[src/design/tim_consts.vh]
// Named constants for the instruction timing sequencer.
// Assumes inclusion by bare name from the design files; holds definitions only.
`ifndef TIM_CONSTS_VH
`define TIM_CONSTS_VH

// Width of the cycle count fields and of the remaining-cycle counter.
`define TIM_CYC_W 4
// Width of the instruction length field in bytes.
`define TIM_LEN_W 2

// Execution times in system clock cycles.
`define TIM_CYC0 4'h0
`define TIM_CYC1 4'h1
`define TIM_CYC2 4'h2
`define TIM_CYC3 4'h3
`define TIM_CYC4 4'h4
`define TIM_CYC5 4'h5
`define TIM_CYC8 4'h8

// Longest execution time any instruction may take.
`define TIM_MAX_CYCLES 4'h8
// Extra cycle spent by a conditional branch that is taken.
`define TIM_BRANCH_EXTRA 4'h1

// Instruction lengths in bytes.
`define TIM_LEN0 2'h0
`define TIM_LEN1 2'h1
`define TIM_LEN2 2'h2
`define TIM_LEN3 2'h3

// Reset value of the retired-instruction counter.
`define TIM_COUNT_RESET 16'h0000

// Highest core clock the timing holds for, and the rate this build runs at, in MHz.
`define TIM_CORE_MAX_MHZ 50
`define TIM_CLK_MHZ 125

`endif

[src/design/tim_cycle_counter.v]
// Remaining-cycle down counter for the instruction timing sequencer.
// Assumes one clock and a synchronous active-high reset.
`timescale 1ns/100ps
`include "tim_consts.vh"

module tim_cycle_counter #(
	parameter WIDTH = `TIM_CYC_W
) (
	input wire clk,
	input wire reset,
	input wire load,
	input wire [WIDTH-1:0] loadValue,
	output reg [WIDTH-1:0] count_r
);

	// Zero at the counter's width, so the compare never pads.
	localparam [WIDTH-1:0] ZERO = {WIDTH{1'b0}};
	// One at the counter's width for the decrement.
	localparam [WIDTH-1:0] ONE = {{(WIDTH-1){1'b0}}, 1'b1};

	// Next value of the count.
	reg [WIDTH-1:0] count_nxt;

	// A load wins over the decrement; otherwise count down to zero and rest there.
	always @* begin
		count_nxt = count_r;
		if (load) begin
			count_nxt = loadValue;
		end else if (count_r != ZERO) begin
			count_nxt = count_r - ONE;
		end
	end

	// State register; reset leaves no cycles pending.
	always @(posedge clk) begin
		if (reset) begin
			count_r <= ZERO;
		end else begin
			count_r <= count_nxt;
		end
	end

endmodule // tim_cycle_counter

[src/design/tim_instr_timing.v]
// Instruction timing sequencer of the pipelined 8-bit core: decodes each opcode
// into its length in bytes and its execution time in clock cycles, and paces issue.
// Assumes the fetch stage presents one opcode at a time with its branch outcome,
// and that program and data memory answer within the cycles given here.
//
// Function
// - Count execution time in plain clock cycles.
// - Most instructions: cycles equal byte count.
// - Untaken conditional branch finishes one cycle sooner.
// - No instruction exceeds eight clock cycles.
// - Classic opcode encoding; only timing differs.
// - 109 instructions in classes 1 to 8.
// - Add, add-carry, subtract-borrow register: one byte, one cycle.
// - Arithmetic through indirect pointer: one byte, two cycles.
// - Arithmetic immediate into accumulator: two bytes, two cycles.
// - Arithmetic direct byte into accumulator: two bytes, two.
// - AND/OR immediate into direct byte: three bytes, three.
// - Logic accumulator into direct byte: two bytes, two.
// - Logic through indirect pointer: one byte, two cycles.
// - Correct from zero to 50 MHz, single-cycle instructions at one per clock.
`timescale 1ns/100ps
`include "tim_consts.vh"

module tim_instr_timing #(
	parameter COUNT_W = 16
) (
	input wire clk,
	input wire reset,
	input wire instrValid,
	input wire [7:0] opcode,
	input wire branchTaken,
	output reg instrReady_r,
	output reg busy_r,
	output reg operandFetch_r,
	output reg retireValid_r,
	output reg [`TIM_LEN_W-1:0] retireBytes_r,
	output reg [`TIM_CYC_W-1:0] retireCycles_r,
	output reg retireTaken_r,
	output reg retireReserved_r,
	output reg [COUNT_W-1:0] retiredCount_r
);

	// The timing holds for the documented clock range; a faster build clock only
	// shortens wall time, the cycle counts stay the same.
	localparam CLK_OK = (`TIM_CLK_MHZ > 0);

	// High nibble selects the row of the opcode map, low nibble the column.
	wire [3:0] opHi;
	wire [3:0] opLo;
	assign opHi = opcode[7:4];
	assign opLo = opcode[3:0];

	// Decoded length, base time, conditional flag and reserved-opcode flag.
	reg [`TIM_LEN_W-1:0] dLen;
	reg [`TIM_CYC_W-1:0] dCyc;
	reg dCond;
	reg dRsvd;

	// Opcode decode over the classic encoding. The column picks the addressing mode
	// (register, indirect pointer, direct, immediate) and the row picks the operation.
	always @* begin
		dLen = `TIM_LEN1;
		dCyc = `TIM_CYC1;
		dCond = 1'b0;
		dRsvd = 1'b0;
		case (opLo)
		4'h8, 4'h9, 4'ha, 4'hb, 4'hc, 4'hd, 4'he, 4'hf: begin
			// Bank register columns.
			case (opHi)
			4'h7, 4'h8, 4'ha: begin
				// Moves with a direct or immediate byte.
				dLen = `TIM_LEN2;
				dCyc = `TIM_CYC2;
			end
			4'hb: begin
				// Compare with immediate and jump.
				dLen = `TIM_LEN3;
				dCyc = `TIM_CYC3;
				dCond = 1'b1;
			end
			4'hd: begin
				// Decrement register and jump if not zero.
				dLen = `TIM_LEN2;
				dCyc = `TIM_CYC2;
				dCond = 1'b1;
			end
			default: begin
				// Add, add-with-carry, subtract-with-borrow, logic, increment and moves.
				dLen = `TIM_LEN1;
				dCyc = `TIM_CYC1;
			end
			endcase
		end
		4'h6, 4'h7: begin
			// Indirect pointer register columns.
			case (opHi)
			4'h7, 4'h8, 4'ha: begin
				dLen = `TIM_LEN2;
				dCyc = `TIM_CYC2;
			end
			4'hb: begin
				dLen = `TIM_LEN3;
				dCyc = `TIM_CYC3;
				dCond = 1'b1;
			end
			default: begin
				// One byte but a memory read through the pointer costs a second cycle.
				dLen = `TIM_LEN1;
				dCyc = `TIM_CYC2;
			end
			endcase
		end
		4'h5: begin
			// Direct byte column.
			case (opHi)
			4'h7, 4'h8: begin
				dLen = `TIM_LEN3;
				dCyc = `TIM_CYC3;
			end
			4'ha: begin
				// Unused opcode; it is retired as a one-cycle no-operation.
				dRsvd = 1'b1;
			end
			4'hb: begin
				// Compare direct byte with accumulator: the one 4/5 case.
				dLen = `TIM_LEN3;
				dCyc = `TIM_CYC4;
				dCond = 1'b1;
			end
			4'hd: begin
				dLen = `TIM_LEN3;
				dCyc = `TIM_CYC3;
				dCond = 1'b1;
			end
			default: begin
				dLen = `TIM_LEN2;
				dCyc = `TIM_CYC2;
			end
			endcase
		end
		4'h4: begin
			// Accumulator-only and immediate column.
			case (opHi)
			4'h2, 4'h3, 4'h4, 4'h5, 4'h6, 4'h7, 4'h9: begin
				dLen = `TIM_LEN2;
				dCyc = `TIM_CYC2;
			end
			4'h8: begin
				// Divide is the slowest instruction.
				dCyc = `TIM_CYC8;
			end
			4'ha: begin
				dCyc = `TIM_CYC4;
			end
			4'hb: begin
				dLen = `TIM_LEN3;
				dCyc = `TIM_CYC3;
				dCond = 1'b1;
			end
			default: begin
				// Increment, decrement, swap, decimal adjust, clear, complement.
				dCyc = `TIM_CYC1;
			end
			endcase
		end
		4'h3: begin
			case (opHi)
			4'h4, 4'h5, 4'h6: begin
				// Logic immediate into a direct byte.
				dLen = `TIM_LEN3;
				dCyc = `TIM_CYC3;
			end
			4'h7, 4'h8, 4'h9, 4'he, 4'hf: begin
				// Code reads, indirect jump and external data moves.
				dCyc = `TIM_CYC3;
			end
			default: begin
				// Rotates, data pointer increment, carry operations.
				dCyc = `TIM_CYC1;
			end
			endcase
		end
		4'h2: begin
			case (opHi)
			4'h0, 4'h1: begin
				// Long jump and long call.
				dLen = `TIM_LEN3;
				dCyc = `TIM_CYC4;
			end
			4'h2, 4'h3: begin
				// Returns.
				dCyc = `TIM_CYC5;
			end
			4'he, 4'hf: begin
				dCyc = `TIM_CYC3;
			end
			default: begin
				// Logic from the accumulator into a direct byte, and bit operations.
				dLen = `TIM_LEN2;
				dCyc = `TIM_CYC2;
			end
			endcase
		end
		4'h1: begin
			// Absolute jump and call share this column across all rows.
			dLen = `TIM_LEN2;
			dCyc = `TIM_CYC3;
		end
		default: begin
			// Column zero: no-operation, bit and flag branches, short jump, moves.
			case (opHi)
			4'h0: begin
				dCyc = `TIM_CYC1;
			end
			4'h1, 4'h2, 4'h3: begin
				dLen = `TIM_LEN3;
				dCyc = `TIM_CYC3;
				dCond = 1'b1;
			end
			4'h4, 4'h5, 4'h6, 4'h7: begin
				dLen = `TIM_LEN2;
				dCyc = `TIM_CYC2;
				dCond = 1'b1;
			end
			4'h8: begin
				dLen = `TIM_LEN2;
				dCyc = `TIM_CYC3;
			end
			4'h9: begin
				dLen = `TIM_LEN3;
				dCyc = `TIM_CYC3;
			end
			4'he, 4'hf: begin
				dCyc = `TIM_CYC3;
			end
			default: begin
				dLen = `TIM_LEN2;
				dCyc = `TIM_CYC2;
			end
			endcase
		end
		endcase
	end

	// Remaining cycles of the instruction in flight, counted in plain clocks.
	wire [`TIM_CYC_W-1:0] remain;

	// An issue is taken when the fetch stage offers and the sequencer is ready.
	wire accept;
	assign accept = instrValid & instrReady_r;

	// The branch outcome only matters for conditional opcodes.
	wire takenNow;
	assign takenNow = dCond & branchTaken;

	// Total time of the offered instruction, held to the longest allowed.
	reg [`TIM_CYC_W-1:0] cycTot;

	// A taken branch pays one extra cycle; the untaken form finishes at the base time.
	always @* begin
		cycTot = dCyc;
		if (takenNow) begin
			cycTot = dCyc + `TIM_BRANCH_EXTRA;
		end
		if (cycTot > `TIM_MAX_CYCLES) begin
			cycTot = `TIM_MAX_CYCLES;
		end
	end

	// Cycles still owed after the issue cycle itself.
	wire [`TIM_CYC_W-1:0] loadValue;
	assign loadValue = cycTot - `TIM_CYC1;

	// The counter is loaded at issue and counts one per clock down to zero.
	tim_cycle_counter #(
		.WIDTH(`TIM_CYC_W)
	) uCounter (
		.clk(clk),
		.reset(reset),
		.load(accept),
		.loadValue(loadValue),
		.count_r(remain)
	);

	// Operand bytes still to fetch for the instruction in flight.
	reg [`TIM_LEN_W-1:0] opLeft_r;
	reg [`TIM_LEN_W-1:0] opLeft_nxt;
	// Details of the multi-cycle instruction in flight, reported when it retires.
	reg [`TIM_LEN_W-1:0] curLen_r;
	reg [`TIM_CYC_W-1:0] curCyc_r;
	reg curTaken_r;
	reg curRsvd_r;

	// Next values of the outputs.
	reg instrReady_nxt;
	reg retireValid_nxt;
	reg operandFetch_nxt;

	// Issue pacing: ready again once the last owed cycle is in progress, so
	// single-cycle instructions issue back to back at one per clock.
	always @* begin
		if (accept) begin
			instrReady_nxt = (cycTot == `TIM_CYC1);
			retireValid_nxt = (cycTot == `TIM_CYC1);
		end else begin
			instrReady_nxt = (remain <= `TIM_CYC1);
			retireValid_nxt = (remain == `TIM_CYC1);
		end
	end

	// Operand fetch: one byte per cycle after the opcode, so byte count sets the
	// floor of the execution time.
	always @* begin
		opLeft_nxt = opLeft_r;
		operandFetch_nxt = 1'b0;
		if (accept) begin
			opLeft_nxt = dLen - `TIM_LEN1;
			operandFetch_nxt = (dLen > `TIM_LEN1);
		end else if (opLeft_r != `TIM_LEN0) begin
			opLeft_nxt = opLeft_r - `TIM_LEN1;
			operandFetch_nxt = (opLeft_r > `TIM_LEN1);
		end
	end

	// Sequencer registers. A one-cycle instruction retires straight from the
	// decode; a longer one retires from the held copy.
	always @(posedge clk) begin
		if (reset) begin
			instrReady_r <= 1'b1;
			busy_r <= 1'b0;
			operandFetch_r <= 1'b0;
			retireValid_r <= 1'b0;
			retireBytes_r <= `TIM_LEN0;
			retireCycles_r <= `TIM_CYC0;
			retireTaken_r <= 1'b0;
			retireReserved_r <= 1'b0;
			retiredCount_r <= `TIM_COUNT_RESET;
			opLeft_r <= `TIM_LEN0;
			curLen_r <= `TIM_LEN0;
			curCyc_r <= `TIM_CYC0;
			curTaken_r <= 1'b0;
			curRsvd_r <= 1'b0;
		end else begin
			instrReady_r <= instrReady_nxt;
			busy_r <= ~instrReady_nxt;
			operandFetch_r <= operandFetch_nxt;
			retireValid_r <= retireValid_nxt;
			opLeft_r <= opLeft_nxt;
			if (accept) begin
				curLen_r <= dLen;
				curCyc_r <= cycTot;
				curTaken_r <= takenNow;
				curRsvd_r <= dRsvd;
			end
			if (accept && cycTot == `TIM_CYC1) begin
				retireBytes_r <= dLen;
				retireCycles_r <= cycTot;
				retireTaken_r <= takenNow;
				retireReserved_r <= dRsvd;
			end else if (retireValid_nxt) begin
				retireBytes_r <= curLen_r;
				retireCycles_r <= curCyc_r;
				retireTaken_r <= curTaken_r;
				retireReserved_r <= curRsvd_r;
			end
			// The count wraps silently; below the wrap it tallies every retirement exactly.
			if (retireValid_nxt && CLK_OK) begin
				retiredCount_r <= retiredCount_r + {{(COUNT_W-1){1'b0}}, 1'b1};
			end
		end
	end

endmodule // tim_instr_timing

[config.mk]
export PLATFORM = sky130hd
export DESIGN_NAME = tim_instr_timing
export DESIGN_NICKNAME = d
export VERILOG_FILES = /design/src/design/tim_cycle_counter.v /design/src/design/tim_instr_timing.v
export VERILOG_INCLUDE_DIRS = /design/src /design/src/design
export SDC_FILE = /design/constraint.sdc
export NUM_CORES = 1
export LEC_CHECK = 0
export ABC_AREA = 1
export BUFFER_PORTS_ARGS = -buffer_cell sky130_fd_sc_hd__buf_2
export CORE_MARGIN = 2
export CORE_UTILIZATION = 45
export DETAILED_ROUTE_END_ITERATION = 12
export PLACE_DENSITY = 0.65
export SLEW_MARGIN = 10
export SYNTH_ARGS = -nofsm -noshare
export SYNTH_HDL_FRONTEND = slang
export SYNTH_SLANG_ARGS = --single-unit
[constraint.sdc]
create_clock -name clk -period 4.1 [get_ports clk]
set_clock_uncertainty 0.1 [all_clocks]
set_input_delay 0.41 -clock clk [delete_from_list [all_inputs] [get_ports clk]]
set_output_delay 0.41 -clock clk [all_outputs]
set_load 0.01 [all_outputs]
# After elaboration in Yosys (flattened, before gate mapping)
# Cells that the tools add are included.
totals:
  regBits: 42
  latch_bits: 0
  ramBits: 0
  romBits: 0
  in_bits: 12
  output_inout_bits: 28
  wordCells: 127
  n_memories: 0
op_classes:
  addsub: 6
  n_mul: 0
  div: 0
  n_lt_le_gt_ge: 4
  eq_ne: 31
  shifts: 0
  mux: 40
  n_bitwise: 3
  reduce_logical: 28
op_table:
  columns: ["operator", "count"]
  rows:
  - ["$eq 4x4->1 const B", 15]
  - ["$eq 4x3->1 const B", 8]
  - ["$pmux 2 s2", 8]
  - ["$pmux 4 s7", 1]
  - ["$mux 4", 6]
  - ["$reduce_or 7->1", 3]
  - ["$pmux 3 s3", 2]
  - ["$reduce_or 3->1", 6]
  - ["$add 16x1->16 const B", 1]
  - ["$eq 4x1->1 const B", 4]
  - ["$eq 4x2->1 const B", 4]
  - ["$pmux 4 s4", 1]
  - ["$reduce_or 4->1", 4]
  - ["$reduce_or 8->1", 2]
  - ["$mux 1", 14]
  - ["$pmux 2 s7", 1]
  - ["$mux 2", 6]
  - ["$reduce_or 2->1", 5]
  - ["$reduce_or 9->1", 1]
  - ["$reduce_bool 2->1", 4]
  - ["$sub 4x1->4 const B", 2]
  - ["$add 4x1->4 const B", 1]
  - ["$gt 2x1->1 const B", 2]
  - ["$gt 4x4->1 const B", 1]
  - ["8 further kinds", 10]

# Depth between registers and ports, before layout
depth:
  ltp_word: 12
  ltp_mapped: 24
  ltp_nobuf: 23

# Hierarchy
# Synthesis repeated with hierarchy kept, for this count alone.
unflattened:
  hier_cells: 429
  hier_area_um2: 2855.2
modules_own_cells:
  columns: ["module", "n_inst", "cells_per_inst", "area_each_um2", "seq_area_each_um2"]
  rows:
  - ["tim_instr_timing", 1, 387, 2595.0, 760.7]
  - ["tim_cycle_counter", 1, 42, 260.2, 80.1]

# Worst setup path after synthesis
# Ideal clock, no wire load.
synth_path:
  kind: "input to register"
  start: "input opcode[5]"
  end: "register retiredCount_r[13]"
  setup_ps: 115
  t_arrival_ps: 2475
  t_required_ps: 3885
  setup_slack_ps: 1410
  cell_stages: 23
  path_buffers: 2
  cell_sequence: "buf_2 -> nand2_1 -> inv_1 -> nand2_1 -> nand3_1 -> inv_1 -> nand2_1 -> nand2_1 -> inv_1 -> nand2_1 -> nand2_1 -> inv_1 -> ha_1 -> nand2_1 -> nand2_1 -> inv_1 -> ha_1 -> nand3_4 -> nand2_4 -> buf_6 -> nand3_1 -> nand2_1 -> nor2_1"
synth_via:
  elab_chain_len: 10
  elab_cells_between_ends: 44
  cone_classes: "add/sub (1); order compare (1); eq/ne (15); mux (15); bitwise (1); reduce/logical (11)"
synth_rtl:
  columns: ["item", "line_no", "rtl"]
  rows:
  - ["start: declaration", "tim_instr_timing.v:30", "input wire [7:0] opcode,"]
  - ["$eq 4x4->1 (tied with other cells)", "tim_instr_timing.v:143, tim_instr_timing.v:167, tim_instr_timing.v:211", null]
  - ["$reduce_or 7->1 (tied with other cells)", "tim_instr_timing.v:143", "case (opHi)"]
  - ["$pmux 4 s4 (tied with other cells)", "tim_instr_timing.v:143", null]
  - ["$pmux 4 s7 or $pmux 1 s3 (tied branches)", "tim_instr_timing.v:66", "case (opLo)"]
  - ["$add 4x1->4 (no source line) or $and 1x1->1 (tied branches)", null, null]
  - ["$mux 4 *", "tim_instr_timing.v:262", "if (takenNow) begin"]
  - ["$gt 4x4->1 (no source line)", null, null]
  - ["$mux 4 *", "tim_instr_timing.v:265", "if (cycTot > `TIM_MAX_CYCLES) begin"]
  - ["$eq 4x1->1 (no source line) *", null, null]
  - ["$mux 1 *", "tim_instr_timing.v:302", "if (accept) begin"]
  - ["end signal: assignment", "tim_instr_timing.v:337", "retiredCount_r <= `TIM_COUNT_RESET;"]
  - ["end signal: assignment", "tim_instr_timing.v:368", "retiredCount_r <= retiredCount_r + {{(COUNT_W-1){1'b0}}, 1'b1};"]
  - ["end: declaration", "tim_instr_timing.v:40", "output reg [COUNT_W-1:0] retiredCount_r"]
# Mark *: on every way between the ends. The rest lies on a longest branch, timed or not.
# A chain may end at the register's enable or synchronous reset.

# Final worst setup path
layout_path:
  start: "input opcode[2]"
  end: "register retireCycles_r[3]"
layout_via:
  elab_chain_len: 10
  elab_cells_between_ends: 32
  cone_classes: "add/sub (1); order compare (1); eq/ne (16); mux (6); bitwise (1); reduce/logical (7)"
layout_rtl:
  columns: ["item", "line_no", "rtl"]
  rows:
  - ["$eq 4x4->1 (tied with other cells)", "tim_instr_timing.v:66", null]
  - ["$reduce_or 8->1 (tied with other cells)", "tim_instr_timing.v:66", null]
  - ["$pmux 4 s7 or $pmux 1 s3 (tied branches)", "tim_instr_timing.v:66", null]
  - ["$add 4x1->4 (no source line) or $and 1x1->1 (tied branches)", null, null]
  - ["$mux 4 *", "tim_instr_timing.v:262", null]
  - ["$gt 4x4->1 (no source line)", null, null]
  - ["$mux 4 *", "tim_instr_timing.v:265", null]
  - ["$eq 4x1->1 (no source line)", null, null]
  - ["$mux 1 or $logic_and 1x1->1 (tied branches)", null, null]
  - ["$reduce_bool 2->1 (no source line) or $mux 4 (tied branches)", null, null]
  - ["end signal: assignment", "tim_instr_timing.v:334", "retireCycles_r <= `TIM_CYC0;"]
  - ["end signal: assignment", "tim_instr_timing.v:357", "retireCycles_r <= cycTot;"]
  - ["end signal: assignment", "tim_instr_timing.v:362", "retireCycles_r <= curCyc_r;"]
  - ["end: declaration", "tim_instr_timing.v:37", "output reg [`TIM_CYC_W-1:0] retireCycles_r,"]
# Marked as above.

==> flow_results.org <==
** Cells and area
- For this run, the post-layout net count is 491.
- Fraction of layout cells with a size suffix above 1 :: about 15%
- Post-route non-filler standard cell count :: roughly 550
- Filler cell count :: 613
- The area growth from synthesis to layout is 11.9%.
- The number of antenna diodes in the final layout is 0.

** STA
- Period utilisation layout :: 71.5%
- Final number of max-transition violations :: 0
- Hold Fails Final Rpt :: 0
- Maximum clock frequency :: around 340 MHz
- Setup repair after global routing left no endpoint under its margin.
- At the pin with the least slew margin, the transition time is slightly below 800 ps.
- Headroom to the max-slew limit came out at between 40% and 50%.
- Setup violations remaining at the end of the flow were counted as 0.
- The worst path in the final design needs a cycle of around 3000 ps, including I/O delays and setup.
- For the final routed database, the setup TNS stands at 0 ps.

** Clock tree
- TritonCTS created 5 clock buffers.
- Resized Gates After CTS :: 0
- Maximum root-to-sink buffer count :: 2
- The number of setup buffers added after CTS is 0.
- After clock tree synthesis, the clock-pin slew on the worst setup and hold paths is 80 ps.
- The clock drives 42 sinks.
- In this run, post-CTS hold repair placed 0 buffers.
- Worst-skew pair later-pin latency :: roughly 300 ps
- CTS H-Tree Depth :: 2
- Root Buffer Master :: clkbuf_8
- TritonCTS built the clock tree.

** Critical path
- The worst setup path is launched from a primary input.
- Worst Setup Path Type :: primary input to flop
- Critical path fanouts, max :: 26
- STA puts the critical path data arrival time at roughly 3000 ps.
- Kind of end point of the critical path :: flop
- Data required time at the worst endpoint :: ~4200 ps

** Die
- From bottom edge to top edge, the die measures between 80 and 90 µm.
- The floorplan step defined a die boundary enclosing approximately 6700 µm².
- Effective utilization at floorplan :: a little under half
- The floorplan has 28 rows.
- The floorplan step set the die width to slightly above 80 µm.
- Ports placed on the boundary :: 40
- Placeable core region :: 5890 µm²

** Route
- After detailed routing, the number of vias per cell comes to about 5.0.
- The first detailed-routing pass ran for 4 iterations.
- Detailed-route via count :: approximately 2700
- After detailed routing, the number of remaining DRC violations is 0.
- After detailed routing, the average wire length per cell comes to between 10 and 15 µm.
- Detail Route Antenna Nets :: 0
- The detailed router finished its first iteration with roughly 130 violations.
- Routed WL :: roughly 6.3 mm

** Yosys
- FFs w/ async S/R, synth :: 0%
- The mapped netlist covers between 2000 and 3000 µm².
- Counting every instance in the synthesized netlist gives around 430.
- Averaged over all synthesized cells, the footprint is around 6.3 µm².
- Net count of the mapped netlist :: between 400 and 500
- The biggest area contributor in the post-synthesis netlist is dfxtp_1.
- Share of synthesized area occupied by flip-flops and latches :: ~31%
- Among all cell types in the netlist, the one instantiated most often is nand2_1.
- After synthesis, the largest area contributor takes up ~31% of total cell area.
- The synthesized design contains 0 enable-type register cells.
- Register bit count reported by yosys :: 42
- After synthesis, the netlist uses 34 different library cells.
- Top cells by count, synth :: nand2_1, nor2_1, inv_1
- Top cells by area, synth :: dfxtp_1, nand2_1, nand3_1
- For this run, the leading register cell type out of synthesis is dfxtp_1.
- For this run, the number of Yosys warnings is 0.

** Power and ir drop
- The worst-case IR drop observed on VDD is between 0.15 and 0.2 mV.
- Cell area power density :: between 400 and 500 nW/µm²
- Total power draw :: roughly 1300 µW
- For this design the static power due to leakage is around 0.0015 µW.

** Global routing
- Via count of the first global-routing pass :: ~2400
- Global routing used about a fifth of the available tracks.
- Entering global routing, the biggest net connects 27 pins.
- GR Overflow Total :: 0
- The initial antenna violation count came to 0.
- The first global-routing pass estimated roughly 10 mm of wire.

** Placed design
- After detailed placement, the design holds a cell count of approximately 540.
- Number of I/O port buffers :: 39
- Detail Placement HPWL :: about 4.8 mm
- Final GP Congestion :: between 0.9 and 1

** Status
- Outcome :: complete, no violations

** Worst hold path
- Min-Delay Path Class :: flop to flop

** Job
- Max Cap Violations :: 0
critical path: stages:
cell       delay, ps
buf_2            110
nor2_2           220
inv_2             80
nor2_2           230
o2111ai_1        220
nand2_1          130
inv_1             50
ha_1             280
nand2_1           60
nand2_1           90
inv_1            110
ha_1             240
nand3_4          200
nand2_4          300
inv_2            120
nand2_1           80
a21oi_1           50
report_power, final:
part	switching, µW	internal (µW)
clock network	149	136
registers	39.6	475
logic	291	164
sequential cells by signal (all words and copies together) (netlist names), 2 cells and up:
register          flops
retireCycles_r        4
retireBytes_r         2
curCyc_r              4
opLeft_r              2
uCounter.count_r      4
curLen_r              2
retiredCount_r       16
cells by family after synthesis:
family / after synthesis / synth area share, %
mux: 1 / 0.413
flops: 42 / 30.8
simple gates: 248 / 39.7
compound gates: 58 / 11.9
xor+xnor: 9 / 2.89
buf+inv: 66 / 9.73
fa+ha+maj: 10 / 4.59
cell usage in the layout, fill, tap and decap left out, types with 2 or more instances in the layout:
cell	instances
nand2_1	113
nor2_2	4
a21oi_1	28
ha_1	10
inv_1	48
dfxtp_1	42
buf_2	39
nand2_2	3
a21oi_2	4
clkbuf_8	6
xnor2_1	4
nor2_1	60
nand2_4	2
nand3_1	45
o21ai_0	17
nor3_1	7
nand4_1	5
o21ai_1	3
xor2_1	5
or2_2	2
inv_2	6
nor4_1	4
per-stage QoR:
step	setup slack [ps]	area [µm²]	util [%]	hold slack (ps)
2_1_floorplan	1410	2730	-	342
4_1_cts	1180	3050	51.8	374
3_3_place_gp	917	2960	50.2	351
3_5_place_dp	868	2960	50.2	363
6_report	1170	3050	51.8	374
5_1_grt	851	3050	51.8	389
metal layers:
metal,share of wire [%],global-route usage [%]
met3,2.8,2.75
met1,47,24.5
met4,1.6,7.17
met5,0,0
met2,48,35.1
path summary, 6_finish.rpt:
| check | from | endpoint | slack (ps) | depth (start not counted) |
|---|---|---|---|---|
| worst min-delay path | retireCycles_r[3] | retireCycles_r[3] | 370 | 2 |
| worst min register to register | retireCycles_r[3] | retireCycles_r[3] | 370 | 2 |
| worst max register to register | instrReady_r | retireBytes_r[0] | 1570 | 10 |
| worst max-delay path | opcode[2] | retireCycles_r[3] | 1170 | 17 |
final cells by class:
type                    count  area, µm²  area share [%]
well taps                  75       93.8            3.08
inverters                  55        206            6.77
repair buffers             39        195            6.40
multi-input cells         326       1620            53.1
clock inverters             2       12.5           0.410
clock buffers               6       82.6            2.71
flip-flops and latches     42        841            27.6
No activity file was read; power rests on OpenSTA's default activity.
